--- src/hw/fsp_regs.vh ---
// Constants for the flash protection and identification host controller
// How it works
// [RULE_01] Device floats data bus while output gate is high; host reads with gate low. The model drives the inverted byte there instead.
// [RULE_02] Top five address bits select one of 32 sectors of 64 KB each.
// [RULE_03] High-voltage identify: id line elevated, select and gate low, strobe high.
// [RULE_04] Address bits six, one, zero low give maker code; zero high gives device code.
// [RULE_05] Bit one high returns one for a protected sector, zero otherwise.
// [RULE_06] Identification is also readable after the autoselect command, without high voltage.
// [RULE_07] Protected sectors refuse program and erase.
// [RULE_08] Unprotect re-enables program and erase on previously protected sectors.
// [RULE_09] Primary protect/unprotect needs hard clear elevated; other cycles use normal timing.
// [RULE_10] Host protects every unprotected sector before the first unprotect write.
// [RULE_11] Alternate programmer method elevates both id line and output gate.
// [RULE_12] All 32 protection flags start cleared.
// [RULE_13] Hard clear elevated makes protected sectors temporarily writable.
// [RULE_14] Removing elevation restores protection; stored flags unchanged.
// [RULE_15] Below lockout the device ignores writes and holds itself in reset.
// [RULE_16] Pulses under about 5 ns on control pins never start a write.
// [RULE_17] Write only with select and strobe low and gate high.
// [RULE_18] No command is taken on strobe rise if write was asserted at power-up.
// [RULE_19] Device powers up in read-array state without a command.
// [RULE_20] Elevated levels and lockout are separate synchronous indicator signals.
`ifndef FSP_REGS_VH
`define FSP_REGS_VH
`define FSP_CLK_MHZ      10
`define FSP_STEP_NS      100
`define FSP_STEP_CYC     ((`FSP_STEP_NS * `FSP_CLK_MHZ + 999) / 1000)
`define FSP_OP_READ      3'h0
`define FSP_OP_WRITE     3'h1
`define FSP_OP_ID_HV     3'h2
`define FSP_OP_TEMP_ON   3'h3
`define FSP_OP_TEMP_OFF  3'h4
`define FSP_OP_ALT_HV    3'h5
`define FSP_ID_MAKER     2'h0
`define FSP_ID_DEVICE    2'h1
`define FSP_ID_PROT      2'h2
`define FSP_SECT_LSB     16
`define FSP_PROT_BIT     0
`define FSP_UNPROT_BIT   6
`define FSP_SYNC_CYC     8'h02
`define FSP_ALL_PROT     32'hffffffff
`endif

--- src/hw/fsp_host.v ---
// Host controller driving the flash control pins for reads, writes and protection
`timescale 1ns/100ps
`include "fsp_regs.vh"
module fsp_host (
	input  wire        i_clk,          // 10 MHz clock
	input  wire        i_reset,        // Sync reset, active high
	input  wire        i_req,          // Start request pulse
	input  wire [2:0]  i_op,           // Operation code
	input  wire [20:0] i_addr,         // Byte address
	input  wire [7:0]  i_wdata,        // Write data
	input  wire        i_lockout,      // Device supply below lockout
	input  wire [7:0]  i_data_in,      // Data bus from device
	output reg         o_busy,         // Operation in progress
	output reg         o_done,         // Operation finished pulse
	output reg  [7:0]  o_rdata,        // Captured read data
	output reg         o_refused,      // Write refused by lockout or by unprotect before all sectors protected
	output reg  [20:0] o_addr,         // Address pins
	output reg  [7:0]  o_data_out,     // Data bus drive value
	output reg         o_data_oe,      // Data bus drive enable
	output reg         o_chip_select_n,  // Chip select
	output reg         o_write_strobe_n, // Write strobe
	output reg         o_output_gate_n,  // Output gate
	output reg         o_id_hv,        // Elevate id line
	output reg         o_gate_hv,      // Elevate output gate
	output reg         o_clear_hv      // Elevate hard clear
);
	localparam [2:0]   ST_IDLE   = 3'h0;
	localparam [2:0]   ST_SETUP  = 3'h1;
	localparam [2:0]   ST_PULSE  = 3'h2;
	localparam [2:0]   ST_SAMPLE = 3'h3;
	localparam [2:0]   ST_HOLD   = 3'h4;
	localparam integer STEP_I    = `FSP_STEP_CYC;
	localparam [7:0]   STEP      = STEP_I[7:0];
	localparam [7:0]   SYNC_WAIT = `FSP_SYNC_CYC;

	reg  [2:0]  state;
	reg  [2:0]  op;
	reg  [7:0]  cnt;
	reg         lock_s0;
	reg         lock_s1;
	reg  [7:0]  data_s0;
	reg  [7:0]  data_s1;
	reg  [31:0] prot_map;
	wire        is_wr;
	wire        req_wr;
	wire        req_prot;
	wire        req_unprot;
	wire        map_full;
	wire [4:0]  req_sect;
	wire [4:0]  cur_sect;
	wire        id_prot_rd;

	assign is_wr      = (op == `FSP_OP_WRITE) || (op == `FSP_OP_ALT_HV);
	assign req_wr     = (i_op == `FSP_OP_WRITE) || (i_op == `FSP_OP_ALT_HV);
	// [RULE_09] protect cycles ride on hard clear
	assign req_prot   = req_wr && (o_clear_hv || (i_op == `FSP_OP_ALT_HV)) &&
	                    (i_addr[1:0] == `FSP_ID_PROT);
	assign req_unprot = req_prot && i_addr[`FSP_UNPROT_BIT];
	assign map_full   = (prot_map == `FSP_ALL_PROT);
	assign req_sect   = i_addr[20:`FSP_SECT_LSB];
	assign cur_sect   = o_addr[20:`FSP_SECT_LSB];
	assign id_prot_rd = (op == `FSP_OP_ID_HV) && (o_addr[1:0] == `FSP_ID_PROT) &&
	                    !o_addr[`FSP_UNPROT_BIT];

	always @(posedge i_clk) begin
		if (i_reset) begin
			lock_s0 <= 1'b0;
			lock_s1 <= 1'b0;
		end else begin
			lock_s0 <= i_lockout;
			lock_s1 <= lock_s0;
		end
	end

	// Data pins follow the device's own timing, not this clock
	always @(posedge i_clk) begin
		if (i_reset) begin
			data_s0 <= 8'h00;
			data_s1 <= 8'h00;
		end else begin
			data_s0 <= i_data_in;
			data_s1 <= data_s0;
		end
	end

	always @(posedge i_clk) begin
		if (i_reset) begin
			state <= ST_IDLE;
			op <= `FSP_OP_READ;
			cnt <= 8'h00;
			prot_map <= 32'h00000000;
			o_busy <= 1'b0;
			o_done <= 1'b0;
			o_rdata <= 8'h00;
			o_refused <= 1'b0;
			o_addr <= 21'h000000;
			o_data_out <= 8'h00;
			o_data_oe <= 1'b0;
			o_chip_select_n <= 1'b1;
			o_write_strobe_n <= 1'b1;
			o_output_gate_n <= 1'b1;
			o_id_hv <= 1'b0;
			o_gate_hv <= 1'b0;
			o_clear_hv <= 1'b0;
		end else begin
			o_done <= 1'b0;
			case (state)
			ST_IDLE: begin
				if (i_req) begin
					op <= i_op;
					o_refused <= 1'b0;
					// [RULE_13] temporary unprotect level
					if (i_op == `FSP_OP_TEMP_ON || i_op == `FSP_OP_TEMP_OFF) begin
						// [RULE_14] dropping restores protection
						o_clear_hv <= (i_op == `FSP_OP_TEMP_ON);
						o_done <= 1'b1;
					// [RULE_15] no writes under lockout
					end else if (req_wr && lock_s1) begin
						o_refused <= 1'b1;
						o_done <= 1'b1;
					// [RULE_10] unprotect needs all protected
					end else if (req_unprot && !map_full) begin
						o_refused <= 1'b1;
						o_done <= 1'b1;
					end else begin
						// Unprotect clears every flag in the device
						if (req_unprot) begin
							prot_map <= 32'h00000000;
						end else if (req_prot) begin
							// Assumed to succeed; software verifies by identify read
							prot_map[req_sect] <= 1'b1;
						end
						o_busy <= 1'b1;
						// [RULE_02] sector in top five bits
						o_addr <= i_addr;
						o_data_out <= i_wdata;
						// [RULE_03] id line elevated for identify
						o_id_hv <= (i_op == `FSP_OP_ID_HV) || (i_op == `FSP_OP_ALT_HV);
						// [RULE_11] alternate method elevates gate
						o_gate_hv <= (i_op == `FSP_OP_ALT_HV);
						cnt <= STEP;
						state <= ST_SETUP;
					end
				end
			end
			ST_SETUP: begin
				// Address and levels settle before strobes move
				if (cnt > 8'h01) begin
					cnt <= cnt - 8'h01;
				end else begin
					o_chip_select_n <= 1'b0;
					// [RULE_17] write: gate high, strobe low
					if (is_wr) begin
						o_output_gate_n <= 1'b1;
						o_write_strobe_n <= 1'b0;
						o_data_oe <= 1'b1;
					end else begin
						// [RULE_01] bus read only with gate low
						o_output_gate_n <= 1'b0;
						o_write_strobe_n <= 1'b1;
					end
					// [RULE_16] strobe far wider than glitches
					cnt <= STEP;
					state <= ST_PULSE;
				end
			end
			ST_PULSE: begin
				if (cnt > 8'h01) begin
					cnt <= cnt - 8'h01;
				end else if (is_wr) begin
					o_chip_select_n <= 1'b1;
					o_write_strobe_n <= 1'b1;
					o_output_gate_n <= 1'b1;
					cnt <= STEP;
					state <= ST_HOLD;
				end else begin
					// Gate stays low while the byte crosses the synchroniser
					cnt <= SYNC_WAIT;
					state <= ST_SAMPLE;
				end
			end
			ST_SAMPLE: begin
				if (cnt > 8'h01) begin
					cnt <= cnt - 8'h01;
				end else begin
					// [RULE_04] capture identify or array byte
					o_rdata <= data_s1;
					// [RULE_05] remember reported protection
					if (id_prot_rd) begin
						prot_map[cur_sect] <= data_s1[`FSP_PROT_BIT];
					end
					o_chip_select_n <= 1'b1;
					o_write_strobe_n <= 1'b1;
					o_output_gate_n <= 1'b1;
					cnt <= STEP;
					state <= ST_HOLD;
				end
			end
			ST_HOLD: begin
				if (cnt > 8'h01) begin
					cnt <= cnt - 8'h01;
				end else begin
					o_data_oe <= 1'b0;
					o_id_hv <= 1'b0;
					o_gate_hv <= 1'b0;
					o_busy <= 1'b0;
					o_done <= 1'b1;
					state <= ST_IDLE;
				end
			end
			default: begin
				state <= ST_IDLE;
			end
			endcase
		end
	end
endmodule

--- config.mk ---
export PLATFORM = sky130hd
export DESIGN_NAME = fsp_host
export DESIGN_NICKNAME = d
export VERILOG_FILES = /design/src/hw/fsp_host.v
export VERILOG_INCLUDE_DIRS = /design/src /design/src/hw
export SDC_FILE = /design/constraint.sdc
export NUM_CORES = 1
export LEC_CHECK = 0
export ABC_CLOCK_PERIOD_IN_PS = 6990
export BUFFER_PORTS_ARGS = -buffer_cell sky130_fd_sc_hd__buf_2
export CAP_MARGIN = 10
export CORE_MARGIN = 5
export CORE_UTILIZATION = 45
export DETAILED_ROUTE_END_ITERATION = 8
export GPL_ROUTABILITY_DRIVEN = 0
export PLACE_DENSITY = 0.76
export RECOVER_POWER = 100
export SLEW_MARGIN = 40
export SYNTH_ARGS = -nofsm -noshare
export SYNTH_HDL_FRONTEND = slang
export SYNTH_SLANG_ARGS = --single-unit
--- constraint.sdc ---
create_clock -name i_clk -period 6.99 [get_ports i_clk]
set_clock_uncertainty 0.2 [all_clocks]
set_input_delay 1.0485 -clock i_clk [delete_from_list [all_inputs] [get_ports i_clk]]
set_output_delay 1.0485 -clock i_clk [all_outputs]
set_load 0.005 [all_outputs]
---- Word-level counts from Yosys, hierarchy flattened ----
Index checks and enable logic that the tools add are counted.
storage, ports and cells
  bits in registers ....................... 111
  logic and storage cells ................. 160
  output and inout bits ................... 47
  input bits .............................. 44
operators by class
  reductions and logical operators ........ 33
  $add $sub $neg .......................... 1
  equal/unequal tests ..................... 28
  bitwise gates (word level) .............. 5
  order comparisons ....................... 5
  mux-type cells .......................... 67
operators with widths
  kind                  count
  $mux 32               8
  $pmux 32 s2           1
  $mux 8                7
  $bwmux 32             1
  $eq 32x32->1 const B  1
  $or 32x32->32         1
  $pmux 8 s4            1
  $mux 1                28
  $mux 3                9
  $ne 2x2->1 const B    12
  $reduce_and 8->1      2
  $eq 3x2->1 const B    5
  $pmux 3 s5            1
  $eq 3x3->1 const B    4
  $lt 5x6->1 const B    2
  $reduce_and 6->1      2
  $demux 1 s5           2
  $ge 5x1->1 const B    2
  $pmux 1 s2            5
  $reduce_and 5->1      2
  $eq 3x1->1 const B    3
  $logic_and 1x1->1     9
  $pmux 1 s3            3
  $gt 8x1->1 const B    1
  15 further kinds      27

---- Depth between registers and ports, before layout ----
  depth in word-level cells ............... 12
  mapped depth ............................ 11
  depth with buffers taken out ............ 8

---- Least setup slack after synthesis ----
Ideal clock, no wire load.
  path kind ............................... input-to-reg
  start point ............................. input port i_op[0]
  end point ............................... register prot_map[10]
  cell stages on the path ................. 8
  path buffers ............................ 3
  setup slack ............................. 3.936 ns
  data required time ...................... 6.671 ns
  arrival time ............................ 2.735 ns
  path through ............................ clkbuf_1 nor3b_1 o31ai_1 a2111o_1 and2_1 buf_6 buf_6 o221a_1
on the way
  cells in the longest elaborated chain, start to end .. 11
  elaborated cells between the ends (all ways) .. 23
ends and longest elaborated chain
  item                                                              line                          text
  from (decl)                                                       fsp_host.v:8                  input wire [2:0] i_op,
  $eq 3x1->1 (no source line) / $eq 3x3->1 (equally long branches)  -
  $logic_or 1x1->1, on equally long branches                        fsp_host.v:54, fsp_host.v:56
  $logic_and 1x1->1 (2 in a row)                                    fsp_host.v:56                 assign req_prot = req_wr && (o_clear_hv || (i_op == `FSP_OP_ALT_HV)) &&
  $logic_and 1x1->1                                                 fsp_host.v:58                 assign req_unprot = req_prot && i_addr[`FSP_UNPROT_BIT];
  $mux 32                                                           fsp_host.v:127                if (req_unprot) begin
  $mux 32                                                           fsp_host.v:122                end else if (req_unprot && !map_full) begin
  $mux 32                                                           fsp_host.v:118                end else if (req_wr && lock_s1) begin
  $mux 32                                                           fsp_host.v:113                if (i_op == `FSP_OP_TEMP_ON || i_op == `FSP_OP_TEMP_OFF) begin
  $mux 32                                                           fsp_host.v:109                if (i_req) begin
  $pmux 32 s2                                                       fsp_host.v:107                case (state)
  to (signal, indexed assignment)                                   fsp_host.v:190                prot_map[cur_sect] <= data_s1[`FSP_PROT_BIT];
  to (decl)                                                         fsp_host.v:43                 reg [31:0] prot_map;
Several ways; a longest one is shown, not always the timed one. The select of a mux whose other input is x is not followed.
A chain may end at the register's enable or synchronous reset.

---- Worst setup path after layout ----
  start point ............................. register state[2]
  end point ............................... register prot_map[16]
on the way
  cells in the longest elaborated chain, start to end .. 3
  elaborated cells between the ends (all ways) .. 12
ends and longest elaborated chain
  item                                                  line            text
  from (decl)                                           fsp_host.v:36   reg [2:0] state;
  from (signal assigned)                                fsp_host.v:88   state <= ST_IDLE;
  from (signal assigned)                                fsp_host.v:142  state <= ST_SETUP;
  from (signal assigned)                                fsp_host.v:164  state <= ST_PULSE;
  $eq 3x2->1 / $logic_not 3->1 (equally long branches)  fsp_host.v:107
  $ne 2x2->1 (no source line) (tied with other cells)   -
  $reduce_and 8->1 (no source line)                     -
Several ways; a longest one is shown, not always the timed one.

==> impl_metrics.ini <==
[placement]
dp_hpwl_um = 9860
placed_area_um2 = 5890
pre_cts_slack_ns = 3.21
io_buffers = 90

[run_status]
failed_checks = max-capacitance violations, max-slew violations
status = finished with violations

[worst_hold_path]
hold_end = data_s1[0]
holdPathStages = 1
hp-start = data_s0[0]
min_path_type = reg -> reg

[cells_and_area]
final_nets = 753
final_cell_area_um2 = 6140
fillers = 1091
antenna_cells = 0
drive_gt1_frac = 0.126
area_growth_pct = 12.9
regArea_um2 = 2220
multiInputGateArea_um2 = 2970

[global_routing]
grt_pass1_vias = 4920
antenna_found_initial = 0
grt_max_degree = 78
grt_usage = 0.201
grt_pass1_wl_um = 24000
gr-total-overflow = 0

[critical_path]
setup.worst_path.start_class = register
worstReg2RegStart = state[2]
critPathKind = reg -> reg
cp.required_ns = 7.08
regToRegSetupSlack_ns = 2.10
path_cells = inv_1, nand3_2, clkbuf_1, nor2_8, nand4b_4, and2_2, o221a_1
r2r_end = prot_map[16]
endpoint_kind = register
reg2regPathDepth = 7
crit_slowest_cell = clkbuf_1
slowest_delay_ns = 2.18
cp.arrival_ns = 4.99
cp_max_fo = 67
cp.buffers_inverters = 2
cp_top_family = buffers and inverters

[sta]
worstMarginPinSlew_ns = 3.09
tns_ns = 0
setup_slack_ns = 2.10
relSlewSlack = -1.06
drv_slew = 103
fin_crit_sh = 0.700
hold_slack_ns = 0.236
finalCriticalPeriod_ns = 4.89
finalSetupViolCount = 0
finalHoldViolCount = 0
rsz0062_at_grt = no
clock.fmax_ghz = 0.204

[clock_tree]
cts_tree = done
cts_resized = 0
path_clk_slew_ns = 0.08
cts-hold-fix-buffers = 0
cts_setup_buffers = 0
clk_path_buf_depth = 2
cts_num_sinks = 111
clk_latency_ns = 0.36
cts-root-buf = clkbuf_16
htree_levels = 3
cts_buffers = 9

[flow_run]
drv_cap = 2

[synthesis]
netlist.area_leader.share = 0.409
avgSynthCellArea_um2 = 8.27
synth_area_um2 = 5430
synthSimpleGateAreaFrac = 0.208
synthFlopType = dfxtp_1
muxShareOfSynthArea = 0.0553
synth_compound_area_frac = 0.274
synth_area_leaders = dfxtp_1, a21oi_1, o221a_1
yosys_warnings = 0
synth_top_family_by_area = compound AO/OA/AOI/OAI gates
ys_ff_latch = 111
synth-xor-area-share = 0
synth_fa_ha_area_frac = 0.00461
synth.largest_area_cell = dfxtp_1
synth-seq-area-share = 0.409
synthArstFlopShare = 0
syn-num-nets = 703
synth.distinct_cells = 56
synth_cells = 657
synth_edf_count = 0

[die]
die_h_um = 120
rows = 40
pin_count = 91
die_x_um = 120
fp.coreArea_um2 = 11900
start_util = 0.456
die_area_um2 = 14400

[routing]
dr_wl_met2_um = 6840
final_antenna_net_count = 0
drt-total-wl_um = 15000
drtIter0Drc = 482
wl_met1_um = 6440
vias_per_cell = 6.15
vias = 5286
drcViolationCount = 0
wl_per_cell_um = 17.5
highest_layer = met4
first_pass_iters = 5
wl_met3_um = 1410

[power]
p_total_mw = 1.89
p_leak_nw = 2.36
max-vdd-ir-drop_mv = 0.140
powerDensity_nw_per_um2 = 309
-- flip-flops by register name, indices dropped and copies added (netlist names), 3 cells and up --
signal / cells
prot_map: 32
state: 3
data_s0: 8
o_rdata: 8
o_addr: 21
o_data_out: 8
op: 3
cnt: 8
data_s1: 8
-- how the worst max path moves through the flow --
stage                     slack, ns  depth (start not counted)      from           end
after detailed placement       3.21                          6   i_op[2]   prot_map[5]
final                          2.10                          7  state[2]  prot_map[16]
after floorplan                3.94                          8   i_op[0]  prot_map[10]
after global routing           1.80                          7  state[2]   prot_map[5]
after CTS                      3.41                          6    cnt[2]   prot_map[0]
after global placement         2.79                          6   i_op[2]   prot_map[0]
-- layer usage --
metal  up-vias  global-route usage
li1       2502                   -
met1      2451               0.276
met2       300               0.308
met3        33              0.0396
met4         0              0.0866
met5         -                   0
-- final cells by class --
| type | instances | share of cell area |
|---|---|---|
| Clock buffer | 10 | 0.0389 |
| Clock inverter | 6 | 0.00856 |
| Tap cell | 147 | 0.0300 |
| Sequential cell | 111 | 0.362 |
| Timing Repair Buffer | 94 | 0.0718 |
| Inverter | 7 | 0.00449 |
| Multi-Input combinational cell | 484 | 0.484 |
-- kinds of logic after synthesis --
family          Yosys count
buf+inv                  62
compound gates          230
fa+ha+maj                 2
mux                      30
simple gates            222
flops                   111
-- placed cells by master (no fill, tap or decap), types with 5 or more instances in the layout --
cell type,netlist,routed
a21oi_1,123,122
and2_1,6,5
and3b_1,5,5
buf_2,3,58
clkbuf_1,39,34
clkbuf_16,0,9
dfxtp_1,111,111
inv_1,6,6
mux2i_1,30,30
nand2_1,44,44
nand2b_1,5,5
nand3_1,8,7
nand3b_1,6,6
nand4_1,8,8
nor2_1,82,82
nor2b_1,25,25
nor3_1,9,9
nor3b_1,8,8
o21ai_0,11,11
o221a_1,30,30
o22ai_1,33,33
-- stage by stage --
stage,cells,util
after floorplan,657,-
after global placement,842,0.492
after detailed placement,842,0.494
after CTS,858,0.519
after global routing,859,0.515
final,859,0.515
-- synthesized netlist by cell type (8+ instances only) --
| master | instances |
|---|---|
| a21oi_1 | 123 |
| buf_1 | 8 |
| clkbuf_1 | 39 |
| dfxtp_1 | 111 |
| mux2i_1 | 30 |
| nand2_1 | 44 |
| nand3_1 | 8 |
| nand4_1 | 8 |
| nor2_1 | 82 |
| nor2b_1 | 25 |
| nor3_1 | 9 |
| nor3b_1 | 8 |
| o21ai_0 | 11 |
| o221a_1 | 30 |
| o22ai_1 | 33 |
-- report_power, final --
group          internal (mW)  switching [mW]  total, mW  leakage, nW
registers              0.700          0.0738      0.774        0.905
logic                  0.227           0.385      0.612         1.31
clock network          0.258           0.249      0.507        0.143
Note: power is estimated with default switching activity, not from simulation.
